===== src/core/opd_pkg.sv =====
// Package of constants and types for the first-page opcode decoder.
// Operation
// - 00-0F bit test-and-branch, 3 bytes, 5 cycles
// - 10-1F bit set/clear, 2 bytes, 5 cycles
// - 20-2F relative branch, 2 bytes, 3 cycles
// - Free cycle: no bus need, one read cycle
// - Fetch reads next byte, advances address
// - Vector read from top page, high first
// - Push writes one byte at stack pointer
// - Pop reads one byte from stack
// - Operand read moves byte from effective address
// - Operand write drives byte to effective address
// - Post-increment mode uses index then increments
// - Relative offset byte added to program counter
// - Operand fields zero, one or two bytes by mode
// - 9E is prebyte selecting second page
// - 8E/8F one byte, at least 2 cycles
// - 82 background debug, one byte, 5+ cycles
// - 41/51 compare-branch-equal, 3 bytes, 4 cycles
// - 4B/5B decrement-branch-nonzero, 2 bytes, 4 cycles
// - A0-FF high nibble mode, low nibble operation
// - F7/FF take 2 cycles, FD 5, other no-offset indexed 3
// - AD relative call; D-nibble row subroutine jumps
// - Wait clears interrupt mask, halts until interrupt
package opd_pkg;
    // ----------------------------------------
    // Opcode constants
    // ----------------------------------------
    localparam logic [7:0] OPC_PREBYTE = 8'h9E;
    localparam logic [7:0] OPC_STOP = 8'h8E;
    localparam logic [7:0] OPC_WAIT = 8'h8F;
    localparam logic [7:0] OPC_DEBUG_ENTRY = 8'h82;
    localparam logic [7:0] OPC_CMP_ACC_BEQ = 8'h41;
    localparam logic [7:0] OPC_CMP_IDX_BEQ = 8'h51;
    localparam logic [7:0] OPC_DEC_ACC_BNZ = 8'h4B;
    localparam logic [7:0] OPC_DEC_IDX_BNZ = 8'h5B;
    localparam logic [7:0] OPC_STORE_ACC_IX = 8'hF7;
    localparam logic [7:0] OPC_STORE_IDX_IX = 8'hFF;
    localparam logic [7:0] OPC_REL_CALL = 8'hAD;
    localparam logic [7:0] OPC_HOLE_CTRL = 8'h8D;
    localparam logic [7:0] OPC_HOLE_REGMEM = 8'hAC;
    localparam logic [3:0] LN_SUBTRACT = 4'h0;
    localparam logic [3:0] LN_SUB_JUMP = 4'hD;
    localparam logic [7:0] VECTOR_PAGE = 8'hFF;
    // ----------------------------------------
    // Cycle counts of the decoded opcodes
    // ----------------------------------------
    localparam logic [3:0] CYC_BIT_BRANCH = 4'h5;
    localparam logic [3:0] CYC_BIT_WRITE = 4'h5;
    localparam logic [3:0] CYC_REL_BRANCH = 4'h3;
    localparam logic [3:0] CYC_STOP_WAIT = 4'h2;
    localparam logic [3:0] CYC_DEBUG_ENTRY = 4'h5;
    localparam logic [3:0] CYC_CMP_DEC_BR = 4'h4;
    localparam logic [3:0] CYC_IX_STORE = 4'h2;
    localparam logic [3:0] CYC_IX_OTHER = 4'h3;
    localparam logic [3:0] CYC_CALL_REL = 4'h5;
    localparam logic [3:0] CYC_CALL_DIR = 4'h5;
    localparam logic [3:0] CYC_CALL_ABS = 4'h6;
    localparam logic [3:0] CYC_CALL_IDX16 = 4'h6;
    localparam logic [3:0] CYC_CALL_IDX8 = 4'h5;
    localparam logic [3:0] CYC_CALL_IX = 4'h5;
    localparam logic [3:0] CYC_RM_IMMED = 4'h2;
    localparam logic [3:0] CYC_RM_DIR = 4'h3;
    localparam logic [3:0] CYC_RM_ABS = 4'h4;
    localparam logic [3:0] CYC_RM_IDX16 = 4'h4;
    localparam logic [3:0] CYC_RM_IDX8 = 4'h3;
    localparam logic [3:0] CYC_UNKNOWN = 4'h1;
    // ----------------------------------------
    // Types
    // ----------------------------------------
    typedef enum logic [3:0] {
        OPD_INHERENT = 4'h0, OPD_IMMEDIATE = 4'h1, OPD_DIRECT = 4'h2,
        OPD_EXTENDED = 4'h3, OPD_IX_NOOFF = 4'h4, OPD_IX_8BIT = 4'h5,
        OPD_IX_16BIT = 4'h6, OPD_RELATIVE = 4'h7, OPD_IX_POSTINC = 4'h8,
        OPD_OTHER = 4'hF
    } opd_mode_t;
    typedef enum logic [3:0] {
        OPD_CLS_NONE = 4'h0, OPD_CLS_BIT_BRANCH = 4'h1, OPD_CLS_BIT_WRITE = 4'h2,
        OPD_CLS_BRANCH = 4'h3, OPD_CLS_CMP_BRANCH = 4'h4, OPD_CLS_DEC_BRANCH = 4'h5,
        OPD_CLS_REG_MEM = 4'h6, OPD_CLS_CALL = 4'h7, OPD_CLS_STOP = 4'h8,
        OPD_CLS_WAIT = 4'h9, OPD_CLS_DEBUG = 4'hA, OPD_CLS_PREBYTE = 4'hB,
        OPD_CLS_OTHER = 4'hC
    } opd_class_t;
    // Bus activity codes of a single cycle.
    typedef enum logic [2:0] {
        OPD_BUS_FREE = 3'h0, OPD_BUS_FETCH = 3'h1, OPD_BUS_OPRD = 3'h2,
        OPD_BUS_OPWR = 3'h3, OPD_BUS_PUSH = 3'h4, OPD_BUS_POP = 3'h5,
        OPD_BUS_VEC_HI = 3'h6, OPD_BUS_VEC_LO = 3'h7
    } opd_bus_t;
    typedef struct packed {
        logic valid;
        logic illegal;
        logic page2_next;
        opd_class_t op_class;
        opd_mode_t mode;
        logic [1:0] bytes;
        logic [1:0] operand_bytes;
        logic [3:0] cycles;
        logic cycles_open;
        logic [3:0] sub_op;
        logic [2:0] bit_index;
        logic bit_polarity;
        logic use_index_reg;
        logic clear_int_mask;
    } opd_decode_t;
    typedef struct packed {
        logic [15:0] addr;
        logic [7:0] wdata;
        logic rd;
        logic wr;
    } opd_busreq_t;
endpackage

===== src/core/opd_bus_cycle.sv =====
// Bus cycle address and direction generator for one activity code.
`timescale 1ns/1ps
`default_nettype none
module opd_bus_cycle (
    // Clock and reset
    input wire logic sys_clk,
    input wire logic rst_b,
    // Cycle request
    input wire logic cyc_go,
    input wire opd_pkg::opd_bus_t cyc_code,
    input wire logic [15:0] eff_addr,
    input wire logic [7:0] vec_low,
    input wire logic [7:0] wr_data,
    input wire logic [15:0] pc_load,
    input wire logic pc_load_en,
    input wire logic [15:0] sp_in,
    input wire logic [15:0] hx_in,
    input wire logic postinc,
    // Outputs
    output opd_pkg::opd_busreq_t bus_req,
    output logic [15:0] pc,
    output logic [15:0] hx_next,
    output logic hx_inc
);
    import opd_pkg::*;
    logic [15:0] pc_r;
    opd_busreq_t req_r;
    logic [15:0] hx_next_r;
    logic hx_inc_r;

    always_ff @(posedge sys_clk) begin
        if (!rst_b) begin
            pc_r <= 16'h0000;
        end else if (pc_load_en) begin
            pc_r <= pc_load;
        end else if (cyc_go && cyc_code == OPD_BUS_FETCH) begin
            pc_r <= pc_r + 16'h0001;
        end
    end

    always_ff @(posedge sys_clk) begin
        if (!rst_b) begin
            req_r <= '0;
        end else if (!cyc_go) begin
            req_r <= '0;
        end else begin
            req_r.wr <= 1'b0;
            req_r.rd <= 1'b1;
            req_r.wdata <= 8'h00;
            case (cyc_code)
                OPD_BUS_FREE: req_r.addr <= pc_r;
                OPD_BUS_FETCH: req_r.addr <= pc_r;
                OPD_BUS_OPRD: req_r.addr <= postinc ? hx_in : eff_addr;
                OPD_BUS_OPWR: begin
                    req_r.addr <= postinc ? hx_in : eff_addr;
                    req_r.wdata <= wr_data;
                    req_r.rd <= 1'b0;
                    req_r.wr <= 1'b1;
                end
                OPD_BUS_PUSH: begin
                    req_r.addr <= sp_in;
                    req_r.wdata <= wr_data;
                    req_r.rd <= 1'b0;
                    req_r.wr <= 1'b1;
                end
                OPD_BUS_POP: req_r.addr <= sp_in;
                OPD_BUS_VEC_HI: req_r.addr <= {VECTOR_PAGE, vec_low};
                OPD_BUS_VEC_LO: req_r.addr <= {VECTOR_PAGE, vec_low | 8'h01};
                default: req_r.addr <= pc_r;
            endcase
        end
    end

    always_ff @(posedge sys_clk) begin
        if (!rst_b) begin
            hx_inc_r <= 1'b0;
            hx_next_r <= 16'h0000;
        end else begin
            hx_inc_r <= cyc_go && postinc &&
                (cyc_code == OPD_BUS_OPRD || cyc_code == OPD_BUS_OPWR);
            hx_next_r <= hx_in + 16'h0001;
        end
    end

    assign bus_req = req_r;
    assign pc = pc_r;
    assign hx_next = hx_next_r;
    assign hx_inc = hx_inc_r;
endmodule
`default_nettype wire


===== src/core/opd_decoder.sv =====
// First-page opcode decoder with bus cycle generation.
`timescale 1ns/1ps
`default_nettype none
module opd_decoder (
    // Clock and reset
    input wire logic sys_clk,
    input wire logic rst_b,
    // Opcode stream
    input wire logic op_valid,
    input wire logic [7:0] op_byte,
    input wire logic page2_active,
    // Bus cycle request
    input wire logic cyc_go,
    input wire opd_pkg::opd_bus_t cyc_code,
    input wire logic [15:0] eff_addr,
    input wire logic [7:0] vec_low,
    input wire logic [7:0] wr_data,
    input wire logic [15:0] sp_in,
    input wire logic [15:0] hx_in,
    // Relative target
    input wire logic rel_go,
    input wire logic [7:0] rel_offset,
    // Decode outputs
    output opd_pkg::opd_decode_t dec,
    output logic illegal_op,
    // Bus outputs
    output opd_pkg::opd_busreq_t bus_req,
    output logic [15:0] pc,
    output logic [15:0] hx_next,
    output logic hx_inc
);
    import opd_pkg::*;

    // ----------------------------------------
    // Combinational decode
    // ----------------------------------------
    opd_decode_t d_nxt;
    opd_decode_t dec_r;
    logic [3:0] hi;
    logic [3:0] lo;

    always_comb begin
        hi = op_byte[7:4];
        lo = op_byte[3:0];
        d_nxt = '0;
        d_nxt.valid = op_valid && !page2_active;
        d_nxt.op_class = OPD_CLS_OTHER;
        d_nxt.mode = OPD_OTHER;
        d_nxt.bytes = 2'd1;
        d_nxt.cycles = CYC_UNKNOWN;
        d_nxt.sub_op = lo;
        case (hi)
            4'h0: begin
                d_nxt.op_class = OPD_CLS_BIT_BRANCH;
                d_nxt.mode = OPD_DIRECT;
                d_nxt.bytes = 2'd3;
                d_nxt.operand_bytes = 2'd1;
                d_nxt.cycles = CYC_BIT_BRANCH;
                d_nxt.bit_index = op_byte[3:1];
                d_nxt.bit_polarity = ~op_byte[0];
            end
            4'h1: begin
                d_nxt.op_class = OPD_CLS_BIT_WRITE;
                d_nxt.mode = OPD_DIRECT;
                d_nxt.bytes = 2'd2;
                d_nxt.operand_bytes = 2'd1;
                d_nxt.cycles = CYC_BIT_WRITE;
                d_nxt.bit_index = op_byte[3:1];
                d_nxt.bit_polarity = ~op_byte[0];
            end
            4'h2: begin
                d_nxt.op_class = OPD_CLS_BRANCH;
                d_nxt.mode = OPD_RELATIVE;
                d_nxt.bytes = 2'd2;
                d_nxt.operand_bytes = 2'd1;
                d_nxt.cycles = CYC_REL_BRANCH;
            end
            4'hA, 4'hB, 4'hC, 4'hD, 4'hE, 4'hF: begin
                d_nxt.op_class = (lo == LN_SUB_JUMP) ? OPD_CLS_CALL
                                                     : OPD_CLS_REG_MEM;
                case (hi)
                    4'hA: begin
                        d_nxt.mode = OPD_IMMEDIATE;
                        d_nxt.operand_bytes = 2'd1;
                        d_nxt.cycles = CYC_RM_IMMED;
                    end
                    4'hB: begin
                        d_nxt.mode = OPD_DIRECT;
                        d_nxt.operand_bytes = 2'd1;
                        d_nxt.cycles = (lo == LN_SUB_JUMP) ? CYC_CALL_DIR : CYC_RM_DIR;
                    end
                    4'hC: begin
                        d_nxt.mode = OPD_EXTENDED;
                        d_nxt.operand_bytes = 2'd2;
                        d_nxt.cycles = (lo == LN_SUB_JUMP) ? CYC_CALL_ABS : CYC_RM_ABS;
                    end
                    4'hD: begin
                        d_nxt.mode = OPD_IX_16BIT;
                        d_nxt.operand_bytes = 2'd2;
                        d_nxt.cycles = (lo == LN_SUB_JUMP) ? CYC_CALL_IDX16 : CYC_RM_IDX16;
                    end
                    4'hE: begin
                        d_nxt.mode = OPD_IX_8BIT;
                        d_nxt.operand_bytes = 2'd1;
                        d_nxt.cycles = (lo == LN_SUB_JUMP) ? CYC_CALL_IDX8 : CYC_RM_IDX8;
                    end
                    default: begin
                        d_nxt.mode = OPD_IX_NOOFF;
                        d_nxt.operand_bytes = 2'd0;
                        d_nxt.cycles = (lo == LN_SUB_JUMP) ? CYC_CALL_IX : CYC_IX_OTHER;
                    end
                endcase
                if (op_byte == OPC_STORE_ACC_IX || op_byte == OPC_STORE_IDX_IX) begin
                    d_nxt.cycles = CYC_IX_STORE;
                end
                if (op_byte == OPC_REL_CALL) begin
                    d_nxt.mode = OPD_RELATIVE;
                    d_nxt.cycles = CYC_CALL_REL;
                end
                d_nxt.bytes = d_nxt.operand_bytes + 2'd1;
            end
            default: begin
                d_nxt.op_class = OPD_CLS_OTHER;
            end
        endcase
        case (op_byte)
            OPC_CMP_ACC_BEQ, OPC_CMP_IDX_BEQ: begin
                d_nxt.op_class = OPD_CLS_CMP_BRANCH;
                d_nxt.mode = OPD_IMMEDIATE;
                d_nxt.bytes = 2'd3;
                d_nxt.operand_bytes = 2'd2;
                d_nxt.cycles = CYC_CMP_DEC_BR;
                d_nxt.use_index_reg = (op_byte == OPC_CMP_IDX_BEQ);
            end
            OPC_DEC_ACC_BNZ, OPC_DEC_IDX_BNZ: begin
                d_nxt.op_class = OPD_CLS_DEC_BRANCH;
                d_nxt.mode = OPD_INHERENT;
                d_nxt.bytes = 2'd2;
                d_nxt.operand_bytes = 2'd1;
                d_nxt.cycles = CYC_CMP_DEC_BR;
                d_nxt.use_index_reg = (op_byte == OPC_DEC_IDX_BNZ);
            end
            OPC_STOP, OPC_WAIT: begin
                d_nxt.op_class = (op_byte == OPC_WAIT) ? OPD_CLS_WAIT : OPD_CLS_STOP;
                d_nxt.mode = OPD_INHERENT;
                d_nxt.bytes = 2'd1;
                d_nxt.operand_bytes = 2'd0;
                d_nxt.cycles = CYC_STOP_WAIT;
                d_nxt.cycles_open = 1'b1;
                d_nxt.clear_int_mask = (op_byte == OPC_WAIT);
            end
            OPC_DEBUG_ENTRY: begin
                d_nxt.op_class = OPD_CLS_DEBUG;
                d_nxt.mode = OPD_INHERENT;
                d_nxt.bytes = 2'd1;
                d_nxt.operand_bytes = 2'd0;
                d_nxt.cycles = CYC_DEBUG_ENTRY;
                d_nxt.cycles_open = 1'b1;
            end
            OPC_PREBYTE: begin
                d_nxt.op_class = OPD_CLS_PREBYTE;
                d_nxt.page2_next = 1'b1;
                d_nxt.cycles = 4'h0;
            end
            OPC_HOLE_CTRL, OPC_HOLE_REGMEM: begin
                d_nxt.op_class = OPD_CLS_NONE;
                d_nxt.illegal = 1'b1;
                d_nxt.cycles = 4'h0;
            end
            default: begin
                d_nxt.illegal = d_nxt.illegal;
            end
        endcase
        if (!d_nxt.valid) begin
            d_nxt = '0;
        end
    end

    // ----------------------------------------
    // Registered decode result
    // ----------------------------------------
    // Registering costs a cycle but keeps the sequencer's inputs glitch free.
    always_ff @(posedge sys_clk) begin
        if (!rst_b) begin
            dec_r <= '0;
        end else begin
            dec_r <= d_nxt;
        end
    end

    // ----------------------------------------
    // Relative target and bus cycles
    // ----------------------------------------
    logic [15:0] rel_target;
    assign rel_target = pc + {{8{rel_offset[7]}}, rel_offset};

    opd_bus_cycle u_bus (
        .sys_clk(sys_clk),
        .rst_b(rst_b),
        .cyc_go(cyc_go),
        .cyc_code(cyc_code),
        .eff_addr(eff_addr),
        .vec_low(vec_low),
        .wr_data(wr_data),
        .pc_load(rel_target),
        .pc_load_en(rel_go),
        .sp_in(sp_in),
        .hx_in(hx_in),
        .postinc(dec_r.mode == OPD_IX_POSTINC),
        .bus_req(bus_req),
        .pc(pc),
        .hx_next(hx_next),
        .hx_inc(hx_inc)
    );

    assign dec = dec_r;
    assign illegal_op = dec_r.illegal;
endmodule
`default_nettype wire


===== config.mk =====
export PLATFORM = sky130hd
export DESIGN_NAME = opd_decoder
export DESIGN_NICKNAME = d
export VERILOG_FILES = /design/src/core/opd_pkg.sv /design/src/core/opd_bus_cycle.sv /design/src/core/opd_decoder.sv
export SDC_FILE = /design/constraint.sdc
export NUM_CORES = 1
export LEC_CHECK = 0
export BUFFER_PORTS_ARGS = -buffer_cell sky130_fd_sc_hd__buf_2
export CORE_UTILIZATION = 50
export CTS_CLUSTER_SIZE = 14
export DETAILED_ROUTE_END_ITERATION = 12
export HOLD_SLACK_MARGIN = 0.06
export PLACE_DENSITY = 0.91
export SYNTH_ARGS = -nofsm -noshare
export SYNTH_HDL_FRONTEND = slang
export SYNTH_HIERARCHICAL = 1
export SYNTH_SLANG_ARGS = --single-unit

===== constraint.sdc =====
create_clock -name sys_clk -period 3.02 [get_ports sys_clk]
set_input_delay 0.453 -clock sys_clk [delete_from_list [all_inputs] [get_ports sys_clk]]
set_output_delay 0.453 -clock sys_clk [all_outputs]
set_load 0.01 [all_outputs]

After elaboration in Yosys (flattened, before gate mapping)
Cells that the tools add are included.
Cells by class
  equal/unequal tests: 30
  mux-type cells: 27
  reductions and logical operators: 30
  $add $sub $neg: 4
  bitwise logic cells: 1
Operator list (count)
  $pmux W16 S5: 1
  $eq A8 B8 Y1 const B: 9
  $mux W16: 3
  $pmux W12 S4: 1
  $add A16 B1 Y16 const B: 2
  $eq A4 B4 Y1 const B: 8
  $eq A8 B7 Y1 const B: 4
  $pmux W4 S4: 2
  $mux W30: 1
  $pmux W4 S6: 1
  $pmux W8 S3: 1
  $reduce_or A2 Y1: 11
  $pmux W6 S3: 1
  $add A16 B16 Y16: 1
  $pmux W3 S5: 1
  $eq A3 B3 Y1 const B: 4
  $mux W4: 3
  $reduce_and A3 Y1: 3
  $eq A3 B2 Y1 const B: 2
  $mux W1: 6
  $mux W3: 2
  $mux W6: 1
  $reduce_or A3 Y1: 2
  $reduce_or A6 Y1: 1
  other kinds (15): 21
Word-level totals
  input bits: 89
  flip-flop bits (word level): 89

Logic depth before layout (Yosys ltp)
  depth in word-level cells: 9
  mapped depth: 10
  depth with buffers taken out: 10

By module
Netlist, hierarchy kept.
By module, submodules not included
  opd_bus_cycle: times used 1, cells an instance 318, seq. area each 1181.1 um^2, area each 2782.7 um^2
  opd_decoder: times used 1, cells an instance 263, seq. area each 580.6 um^2, area each 2117.0 um^2

Least setup slack after synthesis
No wires, ideal clock.
  path type: register -> register
  start: register u_bus.pc_r[0] (netlist: u_bus/pc[0])
  end: register u_bus.pc_r[10] (netlist: u_bus/pc[10])
  path buffers: 0
  path slack: 736 ps
  required time: 2934 ps
  stages on the path, launching flop included: 11
  data arrival time: 2198 ps
  cells stage by stage: dfxtp_1 > ha_1 > inv_1 > fa_1 > nor2b_1 > o2111ai_1 > a31oi_1 > o21a_1 > xor2_1 > o21ai_0 > a211oi_1
RTL lines
  from (decl): line opd_bus_cycle.sv:26  | logic [15:0] pc_r;
  from (signal assigned): line opd_bus_cycle.sv:35  | pc_r <= pc_load;
  from (signal assigned): line opd_bus_cycle.sv:37  | pc_r <= pc_r + 16'h0001;
  $add A16 B16 Y16: line opd_decoder.sv:195  | assign rel_target = pc + {{8{rel_offset[7]}}, rel_offset};
  named net rel_target[10]: line opd_decoder.sv:194  | logic [15:0] rel_target;
  $mux W16: line opd_bus_cycle.sv:34  | end else if (pc_load_en) begin
The timed path passes the listed nets, and every way through them passes these cells. The select of a mux whose other input is x is not followed.
A chain may end at the register's enable or synchronous reset.

Worst setup path after layout
Same ends and word-level chain as after synthesis.

==> out/results.tsv <==
stage	metric	value	unit
run_status	status	complete, no violations	
synthesis	Synth async-reset ratio	0	%
synthesis	Yosys top cell by area	dfxtp_1	
critical_path	worst reg2reg path startpoint	u_bus/pc[0]$_SDFFE_PN0P_	
hold_path	min-delay worst type	in -> reg	
floorplanning	total I/O pin count	179	
timing	fmax	0.379	GHz
cells_and_area	Finished Cell Area	6090	um2
placed_design	Placer Congestion	0.881	
critical_path	crit path DAT	2920	ps
floorplanning	Die Area	10200	um2
synthesis	sequential cell area fraction in the yosys report	36.0	%
detailed_routing	vias	5239	
clocking	Post-CTS Hold Fix Bufs	0	
power_and_ir_drop	Leakage	0.00277	uW
power_and_ir_drop	PwrDens	487	nW/um2
clocking	Max clock buf depth	2	
synthesis	#FFs+latches synth	88	
synthesis	Synth Instances	581	
synthesis	Netlist cell types	71	
global_route	met1 Use GR	37.1	%
synthesis	most frequent cell after synthesis	dfxtp_1	
global_route	total global routing overflow	0	
clocking	cts bufs inserted	9	
timing	Setup Skew	20.6	ps
placed_design	placed insts	862	
timing	TNS Setup	0	ps
timing	RSZ-0062 raised after global routing	false	
synthesis	commonest cells in the netlist	dfxtp_1 (88), nor2_1 (46), nand2_1 (43), a21oi_1 (37), o21ai_0 (36)	
cells_and_area	layout cells sized above 1	30.3	%
global_route	number of global-route vias before repair	4867	
global_route	grt met2 use	49.3	%
synthesis	post-synthesis mux area share	5.77	%
critical_path	WS Path Type	reg -> reg	
synthesis	Synth Area in Simple Gates	24.0	%
synthesis	most common flop cell mapped by yosys	dfxtp_1	
detailed_routing	DRC	0	
placed_design	PortBufs	177	
cells_and_area	area delta synth->final	24.3	%
clocking	Worst-Skew Late Latency	370	ps
synthesis	Syn Std Cell Area	4900	um2
cells_and_area	Layout Cells excl Fill	878	
clocking	PostCTS Resize Cnt	0	
power_and_ir_drop	VDD IR max	0.000232	V
placed_design	DP Wirelength	11400	um
timing	Max Slew Vio Count	0	
critical_path	Worst Setup SP	u_bus/pc[0]$_SDFFE_PN0P_	
synthesis	adder-cell share of the synthesized area	4.75	%
hold_path	Worst Hold Launch	wr_data[6]	
floorplanning	Placement Rows	35	
global_route	global route hottest layer	met2	
synthesis	main area contributors after synthesis	dfxtp_1 (36%), mux2i_1 (5.3%), ha_1 (4.3%), a21oi_1 (3.8%), o21ai_0 (3.7%)	
synthesis	YS warnings	6	
detailed_routing	Routed Antenna Nets	0	
critical_path	critical path required time	3300	ps
clocking	Setup Buffers After CTS	0	
critical_path	Startpoint Class	register	
synthesis	syn nets	688	
detailed_routing	drt total wl	15100	um
critical_path	Setup crit end kind	register	
timing	final hold viol count	0	
global_route	Total GRT Usage	29.8	%
synthesis	largest family of logic cells by synthesized area	simple AND/OR/NAND/NOR gates	
global_route	largest net degree at the start of global routing	32	
timing	Worst slew margin	53.6	%
synthesis	Synth Area in XOR/XNOR	4.83	%
global_route	first-pass GRT wire length	23700	um
floorplanning	Chip Width	101	um
global_route	antenna violations before repair	0	
clocking	Clock Sinks	88	
synthesis	Post-synth EDFFs	0	
timing	crit share post-route	87.4	%
timing	setup ws final	380	ps
synthesis	Compound-Gate Fraction of Synth Area	20.0	%
detailed_routing	via/cell ratio	5.97	
cells_and_area	final cell utilization of the core	65.0	%
synthesis	top-area cell type share of the netlist area	36.0	%
placed_design	DP Area	5850	um2
detailed_routing	Initial DRC Count	641	
cells_and_area	final net count	851	
clocking	clock root buffer master	clkbuf_8	
floorplanning	Die Height	101	um
synthesis	syn_area_per_cell	8.43	um2
detailed_routing	DR WL/cell	17.2	um
placed_design	DP Worst Slack	418	ps
timing	Worst-Margin Slew	692	ps
cells_and_area	ant diodes	0	
clocking	Worst-path clk slew	100	ps
timing	setup violators final	0	
detailed_routing	Pre-Repair DR Iteration Count	6	
clocking	CTS tree	done	
floorplanning	CORE AREA	9370	um2
run	Max Cap Viol	0	
floorplanning	Initial Util	52.3	%
critical_path	crit-path max FO	7	
cells_and_area	fillers	772	
global_route	met3 global-route usage	4.99	%
clocking	H-tree depth	3	
timing	minimum clock period	2640	ps
## stage by stage
step	total power [uW]	hold WS [ps]
floorplan	1760	525
global placement	2000	568
detailed placement	2020	581
CTS	2960	298
global route	3100	303
finish	2970	297
## layout make-up
type	count	area (um2)	area share, %
multi-input combinational	442	2920	47.9
sequential	88	1760	28.9
tap	129	161	2.65
clock inverter	6	100	1.64
timing repair buffer	185	946	15.5
clock buffer	10	138	2.26
inverter	18	67.6	1.11
## power by group
part | leakage, uW | total [uW] | internal, uW | switching, uW
Sequential | 0.000723 | 1280 | 1220 | 60.1
Combinational | 0.00193 | 732 | 305 | 427
Clock | 0.000121 | 952 | 503 | 449
## registers in the layout (all words and copies together), names as in the netlist
| name | cells |
|---|---|
| illegal_op | 1 |
| dec | 28 |
| u_bus/hx_next | 16 |
| u_bus/hx_inc | 1 |
| u_bus/bus_req | 26 |
| u_bus/pc | 16 |
## cell families (layout without fill, tap and decap cells)
logic type	after synthesis	after routing
AO/OA/AOI/OAI	151	151
XOR/XNOR	27	27
adder cells (fa/ha/maj)	18	18
buffers and inverters	51	219
flip-flops	88	88
multiplexers	28	28
other	1	1
AND/OR/NAND/NOR	217	217
## layer usage
metal | share of wire (%) | wire length [um]
met1 | 40 | 5970
met2 | 47 | 7070
met3 | 9.1 | 1380
met4 | 4.5 | 682
met5 | 0 | 0
## worst paths after layout
check,cells after the start,to,slack [ps]
worst max-delay path,10,u_bus/pc[10]$_SDFFE_PN0P_,380
worst min register to register,2,u_bus/pc[15]$_SDFFE_PN0P_,600
worst min-delay path,2,u_bus/bus_req[8]$_SDFF_PN0_,300
worst max register to register,10,u_bus/pc[10]$_SDFFE_PN0P_,380
## critical path, stage by stage, from the launching register on
cell and delay (ps):
dfxtp_1 480, ha_1 240, inv_1 60, fa_1 400, nor2b_1 200, o2111ai_1 150
a31oi_1 330, o21a_1 210, xor2_1 160, o21ai_0 90, a211oi_1 210
## layout by cell type, fill, tap and decap left out, drive strengths merged, types with 14 or more instances in the layout
cell / count
inv: 19
and3: 14
buf: 185
nor3: 14
nand3: 18
xnor2: 16
o21ai: 42
ha: 17
dfxtp: 88
mux2i: 26
a21oi: 38
nand2: 45
nor2: 47
(Power assumes the default switching activity.)
